**src/rtl/sfc_defines.svh**
```systemverilog
`ifndef SFC_DEFINES_SVH
`define SFC_DEFINES_SVH
// Frame shape
`define SFC_WORD_W 16
`define SFC_CNT_W 5
`define SFC_CNT_FULL 5'h10
`define SFC_CNT_ZERO 5'h00
`define SFC_CNT_MAX 5'h1F
`define SFC_RSP_W 15
`define SFC_ZERO_WORD 16'h0000
`define SFC_ONES_WORD 16'hFFFF
// Word fields
`define SFC_ADDR_MSB 6
`define SFC_RW_BIT 7
`define SFC_DATA_LSB 8
`define SFC_DATA_MSB 15
// Address ranges and registers
`define SFC_ADDR_MODE_CTRL 7'h01
`define SFC_ADDR_WATCHDOG_CONTROL 7'h03
`define SFC_ADDR_TIMER_CTRL 7'h0C
`define SFC_ADDR_DEV_STAT 7'h43
`define SFC_CTRL_LAST 7'h1E
`define SFC_STAT_FIRST 7'h40
`define SFC_STAT_LAST 7'h7E
// Data byte fields
`define SFC_FAIL_CLR_BIT 2
`define SFC_MODE_MSB 7
`define SFC_MODE_LSB 6
`define SFC_OTHER_MSB 5
`define SFC_PER_MSB 3
`define SFC_PER_LSB 0
`define SFC_ON_MSB 6
`define SFC_ON_LSB 4
// Requested mode codes
`define SFC_MODE_NORMAL 2'h0
`define SFC_MODE_SLEEP 2'h1
`define SFC_MODE_STOP 2'h2
`define SFC_MODE_SOFT_RESET 2'h3
// Wake enable bits
`define SFC_WAKE_INPUT_ONE_ENABLE_BIT 0
`define SFC_WAKE_INPUT_TWO_ENABLE_BIT 1
`define SFC_WAKE_TIMER_BIT 2
`define SFC_WAKE_PAIR_MASK 8'h03
`define SFC_WAKE_TIMER_MASK 8'h04
`endif

```
**src/rtl/sfc_pkg.sv**
```systemverilog
package sfc_pkg;
    // Operating mode reported by the mode machine
    typedef enum logic [2:0] {
        sfc_mode_init,
        sfc_mode_normal,
        sfc_mode_stop,
        sfc_mode_sleep,
        sfc_mode_restart
    } sfc_mode_t;
    // Frame tracker states
    typedef enum logic {
        fs_idle,
        fs_active
    } sfc_fstate_t;
endpackage

```
**src/rtl/sfc_frame_if.sv**
```systemverilog
interface sfc_frame_if;
    import sfc_pkg::*;
    logic [15:0] word;
    sfc_mode_t mode;
    logic [5:0] mode_other;
    logic [7:0] wake_en;
    logic [7:0] bus_en;
    logic meas_en;
    logic fail;
    logic exec;
    logic mchg;
    logic [1:0] mcode;
    logic restart;
    logic fail_clear;
    modport frame (output word, mode, mode_other, wake_en, bus_en, meas_en,
                   input fail, exec, mchg, mcode, restart, fail_clear);
    modport judge (input word, mode, mode_other, wake_en, bus_en, meas_en,
                   output fail, exec, mchg, mcode, restart, fail_clear);
endinterface

```
**src/rtl/sfc_spi_frame_check.sv**
```systemverilog
`include "sfc_defines.svh"
module sfc_spi_frame_check (
    input wire logic clock_in,
    input wire logic rstn_in,
    input wire logic chip_select_n_in,
    input wire logic serial_clock_in,
    input wire logic serial_in_in,
    input wire logic reset_output_pin_in,
    input wire sfc_pkg::sfc_mode_t mode_in,
    input wire logic [5:0] mode_ctrl_shadow_in,
    input wire logic [7:0] wake_source_enable_control_in,
    input wire logic [7:0] bus_ctrl_enable_in,
    input wire logic wake_input_measure_enable_in,
    input wire logic [7:0] wake_status_first_in,
    input wire logic [7:0] wake_status_second_in,
    input wire logic timer_off_in,
    input wire logic [14:0] rsp_word_in,
    output logic serial_out_out,
    output logic serial_out_oe_out,
    output logic cmd_valid_out,
    output logic cmd_write_out,
    output logic [6:0] cmd_addr_out,
    output logic [7:0] cmd_data_out,
    output logic mode_req_valid_out,
    output logic [1:0] mode_req_out,
    output logic restart_req_out,
    output logic cmd_fail_out,
    output logic wake_int_out,
    output logic frame_err_out
);
    import sfc_pkg::*;

    logic cs_s, sck_s, sdi_s, ro_s;
    logic cs_d_ff, sck_d_ff;
    logic cs_fall, cs_rise, sck_rise, sck_fall;
    sfc_fstate_t state_ff;
    logic [15:0] rx_ff;
    logic [15:0] tx_ff;
    logic [4:0] cnt_ff;
    logic bad_ff, err_ff, fail_ff;
    logic sdo_ff, oe_ff;
    logic frame_end, frame_bad, take;
    logic dead_timer, dead_timer_ff;
    logic cmd_valid_ff, cmd_write_ff, mreq_valid_ff, restart_ff, wake_int_ff;
    logic [6:0] cmd_addr_ff;
    logic [7:0] cmd_data_ff;
    logic [1:0] mreq_ff;
    sfc_frame_if fif ();

    // Pins from the host cross into our clock; reset pin too, for safety
    sfc_sync #(.W(4)) u_sync (
        .clock_in(clock_in),
        .rstn_in(rstn_in),
        .async_in({chip_select_n_in, serial_clock_in, serial_in_in, reset_output_pin_in}),
        .rst_val_in(4'h9), // Idle: select high, clock low, data low, reset output high
        .sync_out({cs_s, sck_s, sdi_s, ro_s})
    );

    // Delayed copies for edge finding
    always_ff @(posedge clock_in or negedge rstn_in) begin
        if (!rstn_in) begin
            cs_d_ff <= 1'b1;
            sck_d_ff <= 1'b0;
        end else begin
            cs_d_ff <= cs_s;
            sck_d_ff <= sck_s;
        end
    end

    assign cs_fall = cs_d_ff && !cs_s;
    assign cs_rise = !cs_d_ff && cs_s;
    assign sck_rise = !sck_d_ff && sck_s;
    assign sck_fall = sck_d_ff && !sck_s;

    always_ff @(posedge clock_in or negedge rstn_in) begin
        if (!rstn_in) begin
            state_ff <= fs_idle;
        end else begin
            case (state_ff)
                fs_idle: begin
                    if (cs_fall) begin
                        state_ff <= fs_active;
                    end
                end
                fs_active: begin
                    if (cs_rise) begin
                        state_ff <= fs_idle;
                    end
                end
                default: begin
                    state_ff <= fs_idle;
                end
            endcase
        end
    end

    // sample on falling clock, LSB first
    always_ff @(posedge clock_in or negedge rstn_in) begin
        if (!rstn_in) begin
            rx_ff <= `SFC_ZERO_WORD;
        end else if (state_ff == fs_active && sck_fall) begin
            rx_ff <= {sdi_s, rx_ff[15:1]};
        end
    end

    // clock pulse counter, saturating so long frames stay wrong
    always_ff @(posedge clock_in or negedge rstn_in) begin
        if (!rstn_in) begin
            cnt_ff <= `SFC_CNT_ZERO;
        end else if (state_ff == fs_idle && cs_fall) begin
            cnt_ff <= `SFC_CNT_ZERO;
        end else if (state_ff == fs_active && sck_fall && cnt_ff != `SFC_CNT_MAX) begin
            cnt_ff <= cnt_ff + 5'h01;
        end
    end

    // response loaded at frame start, error bit leads it
    always_ff @(posedge clock_in or negedge rstn_in) begin
        if (!rstn_in) begin
            tx_ff <= `SFC_ONES_WORD;
        end else if (state_ff == fs_idle && cs_fall) begin
            tx_ff <= {rsp_word_in, err_ff};
        end else if (state_ff == fs_active && sck_rise) begin
            tx_ff <= {1'b0, tx_ff[15:1]};
        end
    end

    // clock high at opening edge, or reset low during frame
    always_ff @(posedge clock_in or negedge rstn_in) begin
        if (!rstn_in) begin
            bad_ff <= 1'b0;
        end else if (state_ff == fs_idle && cs_fall) begin
            bad_ff <= sck_s || !ro_s;
        end else if (state_ff == fs_active && !ro_s) begin
            bad_ff <= 1'b1;
        end
    end

    assign frame_end = (state_ff == fs_active) && cs_rise;
    // count neither 0 nor 16, or clock high at the closing edge
    assign frame_bad = bad_ff || sck_s || !ro_s ||
        (cnt_ff != `SFC_CNT_ZERO && cnt_ff != `SFC_CNT_FULL);
    assign take = frame_end && !frame_bad && cnt_ff == `SFC_CNT_FULL &&
        mode_in != sfc_mode_restart;

    // error shown in the next frame, then cleared; a new error wins
    always_ff @(posedge clock_in or negedge rstn_in) begin
        if (!rstn_in) begin
            err_ff <= 1'b0;
        end else if (frame_end) begin
            err_ff <= frame_bad;
        end
    end

    // output high in reset, line released outside frames even then
    always_ff @(posedge clock_in or negedge rstn_in) begin
        if (!rstn_in) begin
            sdo_ff <= 1'b1;
            oe_ff <= 1'b0;
        end else begin
            sdo_ff <= !ro_s || tx_ff[0];
            oe_ff <= (state_ff == fs_active);
        end
    end

    // Word and context handed to the judge
    assign fif.word = rx_ff;
    assign fif.mode = mode_in;
    assign fif.mode_other = mode_ctrl_shadow_in;
    assign fif.wake_en = wake_source_enable_control_in;
    assign fif.bus_en = bus_ctrl_enable_in;
    assign fif.meas_en = wake_input_measure_enable_in;

    sfc_cmd_check u_check (
        .fif(fif)
    );

    // sticky fail flag; a fresh failure beats a clear in the same frame
    always_ff @(posedge clock_in or negedge rstn_in) begin
        if (!rstn_in) begin
            fail_ff <= 1'b0;
        end else if (take && fif.fail) begin
            fail_ff <= 1'b1;
        end else if (take && fif.exec && fif.fail_clear) begin
            fail_ff <= 1'b0;
        end
    end

    // stopped timer as sole wake source while asleep
    assign dead_timer = (mode_in == sfc_mode_sleep) && timer_off_in &&
        wake_source_enable_control_in == `SFC_WAKE_TIMER_MASK && bus_ctrl_enable_in == 8'h00;

    always_ff @(posedge clock_in or negedge rstn_in) begin
        if (!rstn_in) begin
            dead_timer_ff <= 1'b0;
        end else begin
            dead_timer_ff <= dead_timer;
        end
    end

    // accepted commands as one-cycle pulses with held fields
    always_ff @(posedge clock_in or negedge rstn_in) begin
        if (!rstn_in) begin
            cmd_valid_ff <= 1'b0;
            cmd_write_ff <= 1'b0;
            cmd_addr_ff <= 7'h00;
            cmd_data_ff <= 8'h00;
        end else begin
            cmd_valid_ff <= take && fif.exec;
            if (take && fif.exec) begin
                cmd_write_ff <= rx_ff[`SFC_RW_BIT];
                cmd_addr_ff <= rx_ff[`SFC_ADDR_MSB:0];
                cmd_data_ff <= rx_ff[`SFC_DATA_MSB:`SFC_DATA_LSB];
            end
        end
    end

    // mode requests, restart and wake interrupt
    always_ff @(posedge clock_in or negedge rstn_in) begin
        if (!rstn_in) begin
            mreq_valid_ff <= 1'b0;
            mreq_ff <= `SFC_MODE_NORMAL;
            restart_ff <= 1'b0;
            wake_int_ff <= 1'b0;
        end else begin
            mreq_valid_ff <= take && fif.mchg;
            if (take && fif.mchg) begin
                mreq_ff <= fif.mcode;
            end
            restart_ff <= (take && fif.restart) || (dead_timer && !dead_timer_ff);
            wake_int_ff <= take && fif.mchg && fif.mcode == `SFC_MODE_STOP &&
                (wake_status_first_in != 8'h00 || wake_status_second_in != 8'h00);
        end
    end

    assign serial_out_out = sdo_ff;
    assign serial_out_oe_out = oe_ff;
    assign cmd_valid_out = cmd_valid_ff;
    assign cmd_write_out = cmd_write_ff;
    assign cmd_addr_out = cmd_addr_ff;
    assign cmd_data_out = cmd_data_ff;
    assign mode_req_valid_out = mreq_valid_ff;
    assign mode_req_out = mreq_ff;
    assign restart_req_out = restart_ff;
    assign cmd_fail_out = fail_ff;
    assign wake_int_out = wake_int_ff;
    assign frame_err_out = err_ff;
endmodule // sfc_spi_frame_check

```
**src/rtl/sfc_sync.sv**
```systemverilog
module sfc_sync #(
    parameter int W = 4
) (
    input wire logic clock_in,
    input wire logic rstn_in,
    input wire logic [W-1:0] async_in,
    input wire logic [W-1:0] rst_val_in,
    output logic [W-1:0] sync_out
);
    logic [W-1:0] meta_ff;
    logic [W-1:0] stable_ff;
    logic [1:0] primed_ff;
    // Two stages per bit; the first stage feeds only the second
    for (genvar i = 0; i < W; i++) begin : g_bit
        always_ff @(posedge clock_in or negedge rstn_in) begin
            if (!rstn_in) begin
                meta_ff[i] <= 1'b1;
                stable_ff[i] <= 1'b1;
            end else begin
                meta_ff[i] <= async_in[i];
                stable_ff[i] <= meta_ff[i];
            end
        end
    end
    // Idle levels stand in until both stages hold real pin values, so no false edge after reset
    always_ff @(posedge clock_in or negedge rstn_in) begin
        if (!rstn_in) begin
            primed_ff <= 2'h0;
        end else begin
            primed_ff <= {primed_ff[0], 1'b1};
        end
    end
    assign sync_out = primed_ff[1] ? stable_ff : rst_val_in;
endmodule // sfc_sync

```
**src/rtl/sfc_cmd_check.sv**
```systemverilog
`include "sfc_defines.svh"
module sfc_cmd_check (
    sfc_frame_if.judge fif
);
    import sfc_pkg::*;
    logic [6:0] addr;
    logic [7:0] data;
    logic wr, is_ctrl, is_stat, stuck, no_wake, pair_only;
    logic [1:0] req;
    assign addr = fif.word[`SFC_ADDR_MSB:0];
    assign data = fif.word[`SFC_DATA_MSB:`SFC_DATA_LSB];
    assign wr = fif.word[`SFC_RW_BIT];
    assign req = data[`SFC_MODE_MSB:`SFC_MODE_LSB];
    assign is_ctrl = (addr <= `SFC_CTRL_LAST);
    assign is_stat = (addr >= `SFC_STAT_FIRST) && (addr <= `SFC_STAT_LAST);
    assign stuck = (fif.word == `SFC_ZERO_WORD) || (fif.word == `SFC_ONES_WORD);
    assign no_wake = (fif.wake_en == 8'h00) && (fif.bus_en == 8'h00);
    assign pair_only = fif.meas_en && (fif.bus_en == 8'h00) &&
        ((fif.wake_en & ~`SFC_WAKE_PAIR_MASK) == 8'h00) &&
        ((fif.wake_en & `SFC_WAKE_PAIR_MASK) != 8'h00);
    assign fif.fail_clear = wr && (addr == `SFC_ADDR_DEV_STAT) && data[`SFC_FAIL_CLR_BIT];
    always_comb begin
        fif.fail = 1'b0;
        fif.exec = 1'b0;
        fif.mchg = 1'b0;
        fif.mcode = req;
        fif.restart = 1'b0;
        if (stuck) begin
            fif.fail = 1'b1;
        end else if (!(is_ctrl || is_stat)) begin
            fif.exec = 1'b0;
        end else if (!wr || is_stat) begin
            fif.exec = 1'b1;
        end else if (addr == `SFC_ADDR_WATCHDOG_CONTROL) begin
            fif.fail = ^data;
            fif.exec = ~^data;
        end else if (addr == `SFC_ADDR_MODE_CTRL) begin
            case (fif.mode)
                sfc_mode_init: begin
                    fif.mchg = 1'b1;
                    fif.exec = 1'b1;
                    if (req == `SFC_MODE_STOP || req == `SFC_MODE_SLEEP) begin
                        fif.fail = 1'b1;
                        fif.exec = 1'b0;
                        fif.mcode = `SFC_MODE_NORMAL;
                    end
                end
                sfc_mode_stop: begin
                    if (req == `SFC_MODE_SLEEP) begin
                        fif.fail = 1'b1;
                        fif.restart = 1'b1;
                    end else if (req == `SFC_MODE_STOP) begin
                        fif.fail = (data[`SFC_OTHER_MSB:0] != fif.mode_other);
                    end else begin
                        fif.mchg = 1'b1;
                        fif.fail = (data[`SFC_OTHER_MSB:0] != fif.mode_other);
                    end
                end
                default: begin
                    fif.exec = 1'b1;
                    if (req == `SFC_MODE_SLEEP && (no_wake || pair_only)) begin
                        fif.fail = 1'b1;
                        fif.restart = 1'b1;
                    end else begin
                        fif.mchg = 1'b1;
                    end
                end
            endcase
        end else if (fif.mode == sfc_mode_stop) begin
            fif.fail = 1'b1;
        end else if (addr == `SFC_ADDR_TIMER_CTRL &&
                     {1'b0, data[`SFC_ON_MSB:`SFC_ON_LSB]} >= data[`SFC_PER_MSB:`SFC_PER_LSB]) begin
            fif.fail = 1'b1;
        end else begin
            fif.exec = 1'b1;
        end
    end
endmodule // sfc_cmd_check

```
**config.mk**
```make
export PLATFORM = sky130hd
export DESIGN_NAME = sfc_spi_frame_check
export DESIGN_NICKNAME = d
export VERILOG_FILES = /design/src/rtl/sfc_pkg.sv /design/src/rtl/sfc_frame_if.sv /design/src/rtl/sfc_spi_frame_check.sv /design/src/rtl/sfc_sync.sv /design/src/rtl/sfc_cmd_check.sv
export VERILOG_INCLUDE_DIRS = /design/src /design/src/rtl
export SDC_FILE = /design/constraint.sdc
export NUM_CORES = 1
export LEC_CHECK = 0
export BUFFER_PORTS_ARGS = -buffer_cell sky130_fd_sc_hd__buf_4
export CORE_ASPECT_RATIO = 0.75
export CORE_MARGIN = 4
export CORE_UTILIZATION = 55
export DETAILED_ROUTE_END_ITERATION = 7
export HOLD_SLACK_MARGIN = 0.12
export PLACE_DENSITY_LB_ADDON = 0.05
export SETUP_SLACK_MARGIN = 0.15
export SYNTH_ARGS = -nofsm -noshare
export SYNTH_HDL_FRONTEND = slang
export SYNTH_SLANG_ARGS = --single-unit
```
**constraint.sdc**
```tcl
create_clock -name clock_in -period 3.95 [get_ports clock_in]
set_input_delay 0.79 -clock clock_in [delete_from_list [all_inputs] [get_ports clock_in]]
set_output_delay 0.79 -clock clock_in [all_outputs]
set_load 0.01 [all_outputs]
```
==> impl_metrics.json, run 1 <==
{
  "status": "completed",
  "vias": 2824,
  "combPwrFrac_pct": 21.5,
  "ioPinCount": 90,
  "synth_cell_types": 55,
  "wire_per_inst_um": 16.8,
  "worst_pin_slew_ns": 0.954,
  "first_pass_iters": 6,
  "grt_max_degree": 79,
  "yosys_register_bits": 78,
  "place_area_mm2": 0.00454,
  "gp_congestion": 0.817,
  "setup_tns_ns": 0,
  "dr_wl_met3_um": 578,
  "clk_latency_ns": 0.35,
  "arrival_ns": 3.20,
  "n_antenna_cell": 0,
  "clkTransAtPathRegs_ns": 0.08,
  "drc": 0,
  "drive_gt1_share_pct": 40.1,
  "pre_cts_ws_ns": 1.00,
  "io_buffer_count": 89,
  "leakage_uw": 0.00222,
  "grt_usage_pct": 22.1,
  "cp-start-kind": "register",
  "cts-htree-levels": 3,
  "antenna_found_initial": 0,
  "routed_wl_um": 8580,
  "layout_common_cells": "buf_4, dfrtp_1, nor2_1",
  "grt_pass1_wl_um": 14400,
  "root_buffer": "clkbuf_8",
  "synthFlopType": "dfrtp_1",
  "layout_min_cycle_time_ns": 2.96,
  "hold-path-endpoint": "u_sync.stable_ff[2]$_DFF_PN1_",
  "rows": 25,
  "finalSetupViolCount": 0,
  "synth_area_mm2": 0.00379,
  "yosys_warnings": 0,
  "final_area_mm2": 0.00475,
  "core_mm2": 0.00651,
  "worstPathRequired_ns": 4.19,
  "syn_area_per_cell_um2": 11.4,
  "die_area_mm2": 0.00830,
  "critical_path_class": "register to register",
  "finalCritPeriodShare_pct": 75.0,
  "clock_power_share_pct": 28.9,
  "skew_ns": 0.00694,
  "dp_hpwl_um": 6320,
  "internal_power_uw": 1540,
  "met2WireLength_um": 3900,
  "hold_viol": 0,
  "fp.dieW_um": 104,
  "postCtsHoldBufs": 0,
  "drv_slew": 0,
  "die_h_um": 79.9,
  "cts_setup_buffers": 0,
  "syn2layout_area_growth_pct": 25.1,
  "r2r_slack_ns": 0.99,
  "layout.nets": 506,
  "cts_buffers": 9,
  "r2r-end": "cmd_addr_out[6]$_DFFE_PN0P_",
  "ant_nets": 0,
  "wl_met1_um": 4020,
  "swShare_pct": 29.4,
  "ys_async_sr_fraction_pct": 100,
  "r2r-start": "fif.word[14]$_DFFE_PN0P_",
  "syn_nets": 413,
  "p_total_uw": 2180,
  "slew_headroom_pct": 36.4,
  "ys_seq_area_share_pct": 52.3,
  "viasPerCell": 5.52,
  "grt-ovfl-total": 0,
  "rsz0062_at_grt": "no",
  "hp-class": "register to register",
  "p_seq_share_pct": 49.7,
  "drt_iter0_markers": 172,
  "cts.sinks": 78,
  "hp-start": "u_sync.meta_ff[2]$_DFF_PN1_",
  "holdWs_ns": 0.358,
  "end_kind": "register",
  "synthCells": 333,
  "cellPowerDensity_mw_per_mm2": 458,
  "ir_drop_mv": 0.333,
  "final_common_cell": "buf_4",
  "setup_ws_ns": 0.986,
  "synth_edf_count": 0,
  "timing.fmax_mhz": 337,
  "cts_resized": 0,
  "hold_depth": 0,
  "drv_cap": 0,
  "top_layer": "met4",
  "cts_tree": "done",
  "grt_pass1_vias": 2865,
  "clk_path_buf_depth": 2,
  "initial_core_util_pct": 58.3,
  "reg2regPathDepth": 9,
  "power_switching_uw": 639,
  "cp_max_fo": 10
}
==> sequential cells by signal, summed over array words and instances (netlist names), 2 cells and up <==
| register | flops |
|---|---|
| fif.word | 16 |
| tx_ff | 16 |
| cmd_data_out | 8 |
| cmd_addr_out | 7 |
| cnt_ff | 5 |
| u_sync.meta_ff | 4 |
| u_sync.stable_ff | 4 |
| mode_req_out | 2 |
| u_sync.primed_ff | 2 |
==> critical path, stage by stage, from the launching register on <==
cell,delay (ns)
dfrtp_1,0.52
inv_1,0.10
ha_1,0.40
xor2_1,0.20
xnor2_1,0.21
a21boi_0,0.11
a21boi_0,0.19
a21oi_2,0.47
buf_4,0.30
mux2_2,0.35
==> power groups by stage <==
stage | registers [µW] | clock network (µW) | logic [µW]
2_1_floorplan | 1060 | 0 | 316
3_3_place_gp | 1080 | 0 | 452
3_5_place_dp | 1090 | 0 | 468
4_1_cts | 1080 | 641 | 472
5_1_grt | 1100 | 674 | 541
6_report | 1080 | 628 | 467
==> through the flow <==
step / cells / utilization, %
after floorplan: 333 / -
final: 512 / 72.9
after detailed placement: 496 / 69.7
after global routing: 512 / 72.9
after CTS: 512 / 72.9
after global placement: 496 / 69.7
==> cell usage after synthesis, types with 2 or more instances <==
master | number | share of area (%)
or2_2 | 2 | 0.33
nand2b_1 | 3 | 0.49
and4_1 | 2 | 0.46
a31o_2 | 2 | 0.46
and4b_1 | 2 | 0.53
nand3_1 | 3 | 0.40
mux2i_1 | 15 | 4.0
nor2b_1 | 3 | 0.49
inv_1 | 19 | 1.9
a2111oi_4 | 2 | 1.5
mux2_4 | 7 | 2.8
a21oi_1 | 21 | 2.8
clkbuf_1 | 6 | 0.59
nor4_1 | 9 | 1.5
a22o_1 | 2 | 0.46
a21boi_0 | 3 | 0.59
nand4_1 | 5 | 0.82
ha_1 | 16 | 5.3
and3_1 | 4 | 0.66
dfrtp_1 | 52 | 34
or4_1 | 2 | 0.40
dfstp_2 | 26 | 18
nand2_1 | 24 | 2.4
nor2_1 | 30 | 3.0
o2bb2ai_1 | 2 | 0.46
nor3_1 | 4 | 0.53
mux2_2 | 17 | 5.0
o21ai_0 | 13 | 1.7
xor2_1 | 4 | 0.92
xnor2_1 | 8 | 1.8
==> cell type report <==
| cell class | instances | area (µm²) |
|---|---|---|
| Sequential cell | 78 | 1980 |
| Fill cell | 481 | 1760 |
| Tap cell | 81 | 101 |
| Inverter | 19 | 71.3 |
| Clock inverter | 5 | 56.3 |
| Multi-Input combinational cell | 225 | 1680 |
| Timing Repair Buffer | 93 | 698 |
| Clock buffer | 11 | 153 |
==> per-layer routing <==
layer  global-route usage, %  vias up
met5                       0        -
met1                    29.8     1365
met3                    5.82        8
met2                    35.5      104
met4                    6.37        0
li1                        -     1347
==> kinds of logic (layout without fill, tap and decap cells) <==
logic type                 Yosys count  in the layout  share of synthesized area (%)
buffers and inverters               30            128                           3.40
xor gates and xnor gates            12             12                           2.77
AOI/OAI and AO/OA                   53             53                           9.70
and+or+nand+nor                    103            103                           14.4
adders and majority gates           17             17                           5.54
muxes                               39             39                           11.8
DFF                                 78             78                           52.3
other                                1              1                         0.0989
==> worst max path at each step <==
stage	from	end	slack [ns]	cells after the start
after floorplan	wake_source_enable_control_in[1]	mode_req_out[0]$_DFFE_PN0P_	1.42	4
after global placement	cnt_ff[2]$_DFFE_PN0P_	cmd_addr_out[4]$_DFFE_PN0P_	1.14	7
after detailed placement	fif.word[14]$_DFFE_PN0P_	cmd_data_out[1]$_DFFE_PN0P_	1.00	9
after CTS	fif.word[14]$_DFFE_PN0P_	cmd_data_out[1]$_DFFE_PN0P_	0.99	9
after global routing	fif.word[14]$_DFFE_PN0P_	cmd_data_out[0]$_DFFE_PN0P_	0.76	9
final	fif.word[14]$_DFFE_PN0P_	cmd_addr_out[6]$_DFFE_PN0P_	0.99	9
No activity file was read; power rests on OpenSTA's default activity.
==> run 2, diff against run 1 <==
--- a/config.mk
+++ b/config.mk
@@ -9,7 +9,7 @@
 export BUFFER_PORTS_ARGS = -buffer_cell sky130_fd_sc_hd__buf_4
 export CORE_ASPECT_RATIO = 0.75
 export CORE_MARGIN = 4
-export CORE_UTILIZATION = 55
+export CORE_UTILIZATION = 48
 export DETAILED_ROUTE_END_ITERATION = 7
 export HOLD_SLACK_MARGIN = 0.12
 export PLACE_DENSITY_LB_ADDON = 0.05
==> constraint.sdc (replaced) <==
create_clock -name clock_in -period 2.6 [get_ports clock_in]
set_input_delay 0.52 -clock clock_in [delete_from_list [all_inputs] [get_ports clock_in]]
set_output_delay 0.52 -clock clock_in [all_outputs]
set_load 0.01 [all_outputs]
==> impl_metrics.json, run 2 (synthesis results as in run 1) <==
{
  "ant_nets": 0,
  "critical_path_class": "register to register",
  "p_seq_share_pct": 46.8,
  "fp.dieW_um": 111,
  "cp_common_cell": "or4_4",
  "cts.sinks": 78,
  "gp_congestion": 0.895,
  "wire_per_inst_um": 15.5,
  "grt-ovfl-total": 0,
  "cts_buffers": 9,
  "ioPinCount": 90,
  "place_area_mm2": 0.00466,
  "n_antenna_cell": 0,
  "root_buffer": "clkbuf_8",
  "clkTransAtPathRegs_ns": 0.08,
  "layout_min_cycle_time_ns": 2.40,
  "swShare_pct": 27.6,
  "finalSetupViolCount": 0,
  "worstPathRequired_ns": 2.83,
  "io_buffer_count": 89,
  "grt_max_degree": 71,
  "clk_latency_ns": 0.35,
  "critPathLaunch": "cs_d_ff$_DFF_PN1_",
  "path_cells": "or4_4 -> a2111oi_4 -> and3_4 -> nand3_4 -> or4_4 -> a32o_1",
  "drv_slew": 0,
  "cp-start-kind": "register",
  "hp-class": "input pin to async pin",
  "core_mm2": 0.00750,
  "routed_wl_um": 8440,
  "reg2regPathDepth": 6,
  "combPwrFrac_pct": 22.9,
  "cellPowerDensity_mw_per_mm2": 690,
  "r2r-start": "cs_d_ff$_DFF_PN1_",
  "r2r_slack_ns": 0.20,
  "setup_tns_ns": 0,
  "grt_pass1_vias": 2776,
  "slew_headroom_pct": 44.8,
  "power_switching_uw": 938,
  "ir_drop_mv": 0.518,
  "final_area_mm2": 0.00493,
  "viasPerCell": 5.12,
  "finalCritPeriodShare_pct": 92.3,
  "antenna_found_initial": 0,
  "rows": 27,
  "first_pass_iters": 4,
  "cp_top_family": "simple AND/OR/NAND/NOR gates",
  "end_kind": "register",
  "clock_power_share_pct": 30.3,
  "vias": 2793,
  "internal_power_uw": 2460,
  "skew_ns": 0.0137,
  "timing.fmax_mhz": 417,
  "syn2layout_area_growth_pct": 30.0,
  "hold_viol": 0,
  "drv_cap": 0,
  "die_area_mm2": 0.00940,
  "die_h_um": 85.0,
  "initial_core_util_pct": 50.6,
  "leakage_uw": 0.00231,
  "slowest_delay_ns": 0.54,
  "drive_gt1_share_pct": 42.5,
  "cp_slowest_cell": "or4_4",
  "grt_pass1_wl_um": 14000,
  "grt_usage_pct": 18.4,
  "rsz0062_at_grt": "yes",
  "r2r-end": "cmd_fail_out$_DFFE_PN0P_",
  "clk_path_buf_depth": 2,
  "worst_pin_slew_ns": 0.828,
  "dp_hpwl_um": 6320,
  "status": "completed",
  "drc": 0,
  "layout.nets": 520,
  "final_common_cell": "buf_4",
  "critPathBufInv": 0,
  "multi_input_area_mm2": 0.00170,
  "layout_common_cells": "buf_4, dfrtp_1, nor2_1",
  "seqCellArea_mm2": 0.00198,
  "cts-htree-levels": 3,
  "arrival_ns": 2.63,
  "cp_max_fo": 5,
  "cts_tree": "done",
  "drt_iter0_markers": 85,
  "postCtsHoldBufs": 0,
  "n_fill_cell": 622
}
==> run 2: timing repair <==
action | in CTS | in global routing
endpoints found under the setup margin | 16 | 13
gates resized for setup | 0 | 3
setup buffers | 3 | 0
pin swaps | 2 | 2
==> run 2: routing by layer <==
| metal | part of all wire (%) | GRT usage [%] | routed length (µm) |
|---|---|---|---|
| met5 | 0 | 0 | 0 |
| met1 | 49 | 26.7 | 4180 |
| met2 | 42 | 26.5 | 3530 |
| met4 | 0.92 | 4.47 | 78 |
| met3 | 7.7 | 6.56 | 646 |
==> run 2: stage by stage <==
| step | instances | util (%) | total power (µW) | setup slack [ns] | hold slack (ns) |
|---|---|---|---|---|---|
| 2_1_floorplan | 333 | - | 2100 | 0.178 | 0.224 |
| 3_3_place_gp | 527 | 62.2 | 2370 | 0.103 | 0.334 |
| 3_5_place_dp | 527 | 62.2 | 2390 | 0.0558 | 0.336 |
| 4_1_cts | 546 | 65.6 | 3450 | 0.152 | 0.263 |
| 5_1_grt | 546 | 65.7 | 3610 | 0.136 | 0.258 |
| 6_report | 546 | 65.7 | 3400 | 0.200 | 0.255 |
==> run 2: power groups by stage <==
stage	combinational [µW]	clock, µW	sequential (µW)
floorplan	480	0	1620
global placement	761	0	1610
detailed placement	773	0	1620
CTS	791	1060	1600
global route	878	1120	1620
finish	778	1030	1590
==> run 2: final cells by class <==
cell class	instances	share of cell area (%)
Sequential cell	78	40.3
Clock inverter	5	1.62
Inverter	19	1.45
Tap cell	101	2.56
Timing Repair Buffer	107	16.5
Clock buffer	11	3.10
Multi-Input combinational cell	225	34.5
==> run 2: worst max path at each step <==
stage	end	slack [ns]	depth (start not counted)
6_report	cmd_fail_out$_DFFE_PN0P_	0.20	6
5_1_grt	cmd_fail_out$_DFFE_PN0P_	0.14	6
4_1_cts	cmd_fail_out$_DFFE_PN0P_	0.15	6
3_5_place_dp	cmd_fail_out$_DFFE_PN0P_	0.06	6
3_3_place_gp	cmd_fail_out$_DFFE_PN0P_	0.10	6
2_1_floorplan	cmd_addr_out[0]$_DFFE_PN0P_	0.18	7
==> run 2: worst register-to-register path, cell delays in order (launching register included) <==
cell	delay, ns
dfstp_2	0.39
or4_4	0.54
a2111oi_4	0.23
and3_4	0.26
nand3_4	0.13
or4_4	0.53
a32o_1	0.21
